==> src/logic/twh_pkg.sv <==
// Package: constants and carriers for the table write holding unit
package twh_pkg;
   localparam int PTR_W   = 21;
   localparam int SEL_W   = 3;
   localparam int DATA_W  = 8;
   localparam int HOLD_N  = 8;
   localparam int OPC_W   = 16;
   localparam logic [OPC_W-1:0] OPC_MASK  = 16'hFFFC;
   localparam logic [OPC_W-1:0] OPC_MATCH = 16'h000C;
   localparam logic [1:0] MODE_NONE = 2'h0;
   localparam logic [1:0] MODE_PINC = 2'h1;
   localparam logic [1:0] MODE_PDEC = 2'h2;
   localparam logic [1:0] MODE_PRE  = 2'h3;
   localparam logic [PTR_W-1:0] PTR_RST  = 21'h000000;
   localparam logic [PTR_W-1:0] PTR_ONE  = 21'h000001;
   localparam logic [DATA_W-1:0] HOLD_RST = 8'hFF;

   typedef struct packed {
      logic             valid;
      logic [OPC_W-1:0] opcode;
   } twh_instr_t;

   typedef struct packed {
      logic              load;
      logic [PTR_W-1:0]  value;
   } twh_ptr_load_t;

   typedef struct packed {
      logic              valid;
      logic [SEL_W-1:0]  sel;
      logic              hi_byte;
      logic [DATA_W-1:0] data;
   } twh_hold_wr_t;
endpackage : twh_pkg

==> src/logic/twh_hold_bank.sv <==
// Eight-entry holding register bank feeding flash programming
`timescale 1ns/1ns
module twh_hold_bank #(
   parameter int N = twh_pkg::HOLD_N,
   parameter int W = twh_pkg::DATA_W
) (
   input  wire logic                 core_clk_i,
   input  wire logic                 srst_i,
   input  wire twh_pkg::twh_hold_wr_t wr_i,
   output logic [N-1:0][W-1:0]       hold_o
);
   logic [N-1:0][W-1:0] bank_reg;
   logic [N-1:0][W-1:0] bank_next;

   always_comb
   begin
      bank_next = bank_reg;
      if (wr_i.valid)
      begin
         bank_next[wr_i.sel] = wr_i.data;
      end
   end

   always_ff @(posedge core_clk_i)
   begin
      if (srst_i)
      begin
         bank_reg <= {N{twh_pkg::HOLD_RST}};
      end
      else
      begin
         bank_reg <= bank_next;
      end
   end

   assign hold_o = bank_reg;
endmodule : twh_hold_bank

==> src/logic/twh_unit.sv <==
// Table write execution: decode, pointer update, holding register write
`timescale 1ns/1ns
module twh_unit #(
   parameter int PTR_W = twh_pkg::PTR_W
) (
   input  wire logic                            core_clk_i,
   input  wire logic                            srst_i,
   input  wire twh_pkg::twh_instr_t             instr_i,
   input  wire logic [twh_pkg::DATA_W-1:0]      table_byte_latch_i,
   input  wire twh_pkg::twh_ptr_load_t          ptr_load_i,
   output logic                                 busy_o,
   output logic                                 hold_wr_o,
   output logic [twh_pkg::SEL_W-1:0]            hold_sel_o,
   output logic                                 hold_hi_byte_o,
   output logic [PTR_W-1:0]                     program_byte_pointer_o,
   output logic [twh_pkg::HOLD_N-1:0][twh_pkg::DATA_W-1:0] hold_o
);
   typedef enum logic [0:0] {TWH_IDLE, TWH_EXEC} twh_state_t;

   function automatic logic is_table_write(input logic [twh_pkg::OPC_W-1:0] op);
      is_table_write = (op & twh_pkg::OPC_MASK) == twh_pkg::OPC_MATCH;
   endfunction : is_table_write

   function automatic logic [PTR_W-1:0] step(input logic [PTR_W-1:0] p, input logic up);
      step = up ? p + PTR_W'(twh_pkg::PTR_ONE) : p - PTR_W'(twh_pkg::PTR_ONE);
   endfunction : step

   twh_state_t             state_reg;
   twh_state_t             state_next;
   logic [1:0]             mode_reg;
   logic [1:0]             mode_next;
   logic [PTR_W-1:0]       ptr_reg;
   logic [PTR_W-1:0]       ptr_next;
   logic [PTR_W-1:0]       addr_reg;
   logic [PTR_W-1:0]       addr_next;
   twh_pkg::twh_hold_wr_t  wr_reg;
   twh_pkg::twh_hold_wr_t  wr_next;
   logic                   busy_reg;
   logic                   busy_next;

   always_comb
   begin
      state_next = state_reg;
      mode_next  = mode_reg;
      ptr_next   = ptr_reg;
      addr_next  = addr_reg;
      wr_next    = '0;
      busy_next  = 1'b0;
      case (state_reg)
         TWH_IDLE:
         begin
            if (ptr_load_i.load)
            begin
               ptr_next = ptr_load_i.value;
            end
            if (instr_i.valid && is_table_write(instr_i.opcode))
            begin
               // Decode cycle; EXEC follows, and the holding register write strobe comes in the third cycle
               mode_next  = instr_i.opcode[1:0];
               state_next = TWH_EXEC;
               busy_next  = 1'b1;
               case (instr_i.opcode[1:0])
                  twh_pkg::MODE_NONE:
                  begin
                     addr_next = ptr_reg;
                  end
                  twh_pkg::MODE_PINC:
                  begin
                     addr_next = ptr_reg;
                     ptr_next  = step(ptr_reg, 1'b1);
                  end
                  twh_pkg::MODE_PDEC:
                  begin
                     addr_next = ptr_reg;
                     ptr_next  = step(ptr_reg, 1'b0);
                  end
                  default:
                  begin
                     addr_next = step(ptr_reg, 1'b1);
                     ptr_next  = addr_next;
                  end
               endcase
            end
         end
         TWH_EXEC:
         begin
            // Pointer loads arriving while busy are dropped so the update is not overwritten
            state_next      = TWH_IDLE;
            wr_next.valid   = 1'b1;
            wr_next.sel     = addr_reg[twh_pkg::SEL_W-1:0];
            wr_next.hi_byte = addr_reg[0];
            wr_next.data    = table_byte_latch_i;
         end
         default:
         begin
            state_next = TWH_IDLE;
         end
      endcase
   end

   always_ff @(posedge core_clk_i)
   begin
      if (srst_i)
      begin
         state_reg <= TWH_IDLE;
         mode_reg  <= twh_pkg::MODE_NONE;
         ptr_reg   <= twh_pkg::PTR_RST;
         addr_reg  <= twh_pkg::PTR_RST;
         wr_reg    <= '0;
         busy_reg  <= 1'b0;
      end
      else
      begin
         state_reg <= state_next;
         mode_reg  <= mode_next;
         ptr_reg   <= ptr_next;
         addr_reg  <= addr_next;
         wr_reg    <= wr_next;
         busy_reg  <= busy_next;
      end
   end

   twh_hold_bank u_bank (
      .core_clk_i (core_clk_i),
      .srst_i     (srst_i),
      .wr_i       (wr_reg),
      .hold_o     (hold_o)
   );

   assign busy_o                 = busy_reg;
   assign hold_wr_o              = wr_reg.valid;
   assign hold_sel_o             = wr_reg.sel;
   assign hold_hi_byte_o         = wr_reg.hi_byte;
   assign program_byte_pointer_o = ptr_reg;
endmodule : twh_unit

==> config.mk <==
export PLATFORM = sky130hd
export DESIGN_NAME = twh_unit
export DESIGN_NICKNAME = d
export VERILOG_FILES = /design/src/logic/twh_pkg.sv /design/src/logic/twh_hold_bank.sv /design/src/logic/twh_unit.sv
export SDC_FILE = /design/constraint.sdc
export NUM_CORES = 1
export LEC_CHECK = 0
export BUFFER_PORTS_ARGS = -buffer_cell sky130_fd_sc_hd__buf_2
export CAP_MARGIN = 20
export CORE_ASPECT_RATIO = 1.2
export CORE_MARGIN = 3
export CORE_UTILIZATION = 53
export DETAILED_ROUTE_END_ITERATION = 16
export PLACE_DENSITY = 0.92
export SLEW_MARGIN = 25
export SYNTH_ARGS = -nofsm -noshare
export SYNTH_HDL_FRONTEND = slang
export SYNTH_HIERARCHICAL = 1
export SYNTH_SLANG_ARGS = --single-unit
==> constraint.sdc <==
create_clock -name core_clk_i -period 2.4 [get_ports core_clk_i]
set_input_delay 0.6 -clock core_clk_i [delete_from_list [all_inputs] [get_ports core_clk_i]]
set_output_delay 0.6 -clock core_clk_i [all_outputs]
set_load 0.01 [all_outputs]
* Word-level counts from Yosys, hierarchy flattened
Index checks and enable logic that the tools add are counted.
Word-level totals: word-level logic and storage cells 41, output and inout bits 91, flip-flop bits (word level) 103, input bits 49
Operators by class: reduce and logical (&&, ||, !) cells 7, bitwise gates (word level) 1, muxes and demuxes 10, equal/unequal tests 3, magnitude comparators 2, add/sub/neg operators 2
Operator list (number):
- bitwise mux 64 bit | 1
- two-way mux 21 bit | 2
- case mux 21 bit (2 select lines) | 1
- demux 8 bit (select 3 bit) | 1
- adder 21 x 1 -> 21 bit, second input constant | 1
- subtractor 21 x 1 -> 21 bit, second input constant | 1
- equality test 14 x 2 -> 1 bit, second input constant | 1
- two-way mux 13 bit | 1
- two-way mux 8 bit | 1
- < comparator 3 x 4 -> 1 bit, second input constant | 1
- OR reduction 2 bit | 2
- >= comparator 3 x 1 -> 1 bit, second input constant | 1
- two-way mux 3 bit | 1
- OR reduction 3 bit | 1
- equality test 2 x 1 -> 1 bit, second input constant | 1
- equality test 2 bit, second input constant | 1
- logical AND 1 bit | 2
- logical NOT 2 bit | 1
- case mux 1 bit (2 select lines) | 1
- AND reduction 2 bit | 1
- two-way mux 1 bit | 1
- inverter 1 bit | 1

* Longest topological paths before layout
depth after elaboration 5, depth in mapped cells 9, depth with buffers taken out 8

* Hierarchy
Netlist, hierarchy kept.
Modules (own cells, without submodules):
- twh_unit | sequential area each 740.7 um^2, area each 2740.1 um^2, instances 1, cells an instance 358
- twh_hold_bank | sequential area each 1281.2 um^2, area each 2344.7 um^2, instances 1, cells an instance 223

* Least setup slack after synthesis
Ideal clock, no wire load.
path type input-to-reg, start point in instr_i[5] (netlist bit), end point reg ptr_reg[11], in the netlist program_byte_pointer_o[11], path buffers 1, path slack 0.421 ns, arrival time 1.851 ns, stages 7, required time 2.273 ns, library setup time 0.127 ns, path through nor4b_2 -> and4_4 -> a21oi_2 -> o21a_4 -> buf_4 -> a22oi_1 -> o31ai_1
Between the ends: longest elaborated chain between the ends 3
RTL lines:
- start, declared | RTL line twh_unit.sv:8 | input wire twh_pkg::twh_instr_t instr_i,
- equality test 14 x 2 -> 1 bit | RTL line twh_unit.sv:21 | is_table_write = (op & twh_pkg::OPC_MASK) == twh_pkg::OPC_MATCH;
- logical AND 1 bit | RTL line twh_unit.sv:56 | if (instr_i.valid && is_table_write(instr_i.opcode))
- two-way mux 21 bit | RTL line twh_unit.sv:56
- end signal, assigned | RTL line twh_unit.sv:107 | ptr_reg <= twh_pkg::PTR_RST;
- end signal, assigned | RTL line twh_unit.sv:116 | ptr_reg <= ptr_next;
- end, declared | RTL line twh_unit.sv:32 | logic [PTR_W-1:0] ptr_reg;
No other way between the ends. A chain may end at the register's enable or synchronous reset.

* Worst setup path after layout
start point in instr_i[16] (netlist bit), end point reg ptr_reg[6], in the netlist program_byte_pointer_o[6]
Between the ends: longest elaborated chain between the ends 2
RTL lines (RTL line):
- logical AND 1 bit | twh_unit.sv:56
- two-way mux 21 bit | twh_unit.sv:56
No other way between the ends.

==> results.toml <==
[power_and_ir_drop]
p_per_area_nw_per_um2 = 526
vdd_drop_max_uv = 404
power_leakage_nw = 2.69
p_total_mw = 3.19

[detailed_routing]
num_vias = 4986
drtPass1Iterations = 7
drt_iter0_drc = 403
ant_nets = 0
wire_per_inst_um = 17.8
vias_per_cell = 5.98
drc_errors = 0
drt-total-wl_um = 14900

[worst_setup_path]
cp_slowest_cell = "nor4_2"
start_kind = "input pin"
ff2ff_setup_slack_ps = 290
crit_buf_inv = 2
critPathTopFamily = "simple AND/OR/NAND/NOR gates"
cpPeakStageDelay_ps = 820
cp.depth = 8
cp_cell_sequence = "buf_2 -> and4bb_2 -> nand4_1 -> nor2_2 -> nor4_2 -> buf_4 -> a22oi_1 -> o21ai_0"
ff2ff_path_depth = 7
crit_arrival_ps = 2460
critPathRequiredTime_ps = 2680
r2r_end = "program_byte_pointer_o[15]$_SDFFE_PP0N_"
setup.worst_path.end = "program_byte_pointer_o[6]$_SDFFE_PP0N_"
startpoint = "instr_i[16]"
critPathCaptureType = "register"
worst-path-max-fanout = 10
r2r_start = "program_byte_pointer_o[0]$_SDFFE_PP0N_"
critical_path_class = "in -> reg"

[sta]
worst_pin_slew_ps = 1080
maxSlewViolCount = 0
fmax_ghz = 0.457
period_share_pct = 91.1
skew_ps = 11.7
setup_viol = 0
slew_headroom_pct = 27.2
period_needed_ps = 2190
rsz0062_at_grt = "false"
hold_viol_final = 0
hold-worst-slack_ps = 435

[clock_network]
cts_max_path_buffers = 2
clk_latency_ps = 360
cts_buffers = 9
cts.repair.resized = 0
cts_sinks = 101
cts_setup_buffers = 0
cts_tree = "done"
clk_pin_slew_ps = 100
cts-root-buf = "clkbuf_8"
htree_levels = 3
cts_hold_buf = 0

[logic_synthesis]
ys_seq_area_share_pct = 39.8
synth_area_leaders = "dfxtp_1 (40%), mux2i_1 (14%), nor2_1 (6.9%)"
synth_edf_count = 0
ys_warn_count = 6
synth_top_area_share_pct = 39.8
syn_area_um2 = 5080
synth_seq_cells = 101
syn-num-nets = 632
synth.most_common_cell = "dfxtp_1"
synth_common_cells = "dfxtp_1 (101), nor2_1 (94), mux2i_1 (69), nand2_1 (51), nand3_1 (22)"
ys.flop_type = "dfxtp_1"
syn_area_per_cell_um2 = 8.75
synth_area_leader_cell = "dfxtp_1"
synthDistinctLibCells = 72
ys_async_sr_fraction_pct = 0
syn_inst = 581

[die]
initial_core_util_pct = 55.4
die_area_um2 = 10800
fp.dieH_um = 113
rows = 38
coreArea_um2 = 9180
die_x_um = 95.4
io_pins = 140

[global_route]
global_route.usage.total_pct = 27.6
antenna_found_initial = 0
grt_first_pass_wirelength_um = 23800
grt_pass1_vias = 4870
grt_max_degree = 50
grt_remaining_overflow = 0

[place]
numPortBuffers = 139
place_inst = 818
post-dp-hpwl_um = 11100
gp_congestion = 0.977

[final_layout]
diodes = 0
layoutNonFillerInstCount = 834
nets = 760
drive_gt1_share_pct = 29.1
fin_util_pct = 66.1
areaGrowthSynthToFinish_pct = 19.3
largest_reg_flops = 64

[min_path]
hold_class = "in -> reg"
min_from = "table_byte_latch_i[7]"

[status]
run_status = "finished, final reports clean"

[flow_run]
maxCapViolations = 0
worst min path at each step:
stage                                    end  depth (start not counted)  slack (ps)
floorplan           hold_sel_o[0]$_SDFF_PP0_                          1         430
global placement    hold_sel_o[0]$_SDFF_PP0_                          1         450
detailed placement  hold_sel_o[1]$_SDFF_PP0_                          1         450
CTS                     wr_reg[7]$_SDFF_PP0_                          2         420
global route            wr_reg[2]$_SDFF_PP0_                          2         420
finish                  wr_reg[7]$_SDFF_PP0_                          2         430
report_power, final:
part / leakage [nW] / internal, mW / total (mW) / switching, mW
logic: 1.78 / 0.164 / 0.400 / 0.236
clock network: 0.0939 / 0.421 / 1.04 / 0.618
registers: 0.820 / 1.70 / 1.75 / 0.0596
area by class of cell:
cell class	instances	area, µm²
fill	751	3110
multi-input combinational	422	2790
sequential	101	2020
timing repair buffer	163	876
tap	120	150
clock buffer	10	138
clock inverter	6	51.3
inverter	12	46.3
through the flow:
stage               area, µm²  setup slack (ps)  TNS, ps
floorplan                5080               421        0
global placement         5880              38.2        0
detailed placement       5880             -43.2    -95.2
CTS                      6070               307        0
global route             6070              28.6        0
finish                   6070               214        0
layer usage:
| metal | global-route usage [%] | vias to the layer above | wire length, µm |
|---|---|---|---|
| met4 | 10.5 | 0 | 412 |
| met1 | 33.5 | 2300 | 5600 |
| li1 | - | 2312 | - |
| met5 | 0 | - | 0 |
| met3 | 5.05 | 40 | 1350 |
| met2 | 47.8 | 334 | 7510 |
cells in the final DEF (no fill, tap or decap), drive strengths merged, types with 9 or more instances in the layout:
cell type,instances
nand4,11
inv,14
mux2i,69
nor3,14
nand2,52
nor2,96
buf,163
a21oi,20
clkbuf,10
o21ai,22
a22oi,9
dfxtp,101
and2,11
nand3,22
cells by family (layout without fill, tap and decap cells):
family	after synthesis	after routing	synth area share, %
AO/OA/AOI/OAI	95	95	12.6
XOR/XNOR	10	10	1.72
adder cells (fa/ha/maj)	2	2	0.492
buffers and inverters	58	191	5.71
flip-flops	101	101	39.8
multiplexers	72	72	14.5
AND/OR/NAND/NOR	243	243	25.2
(Power assumes the default switching activity.)
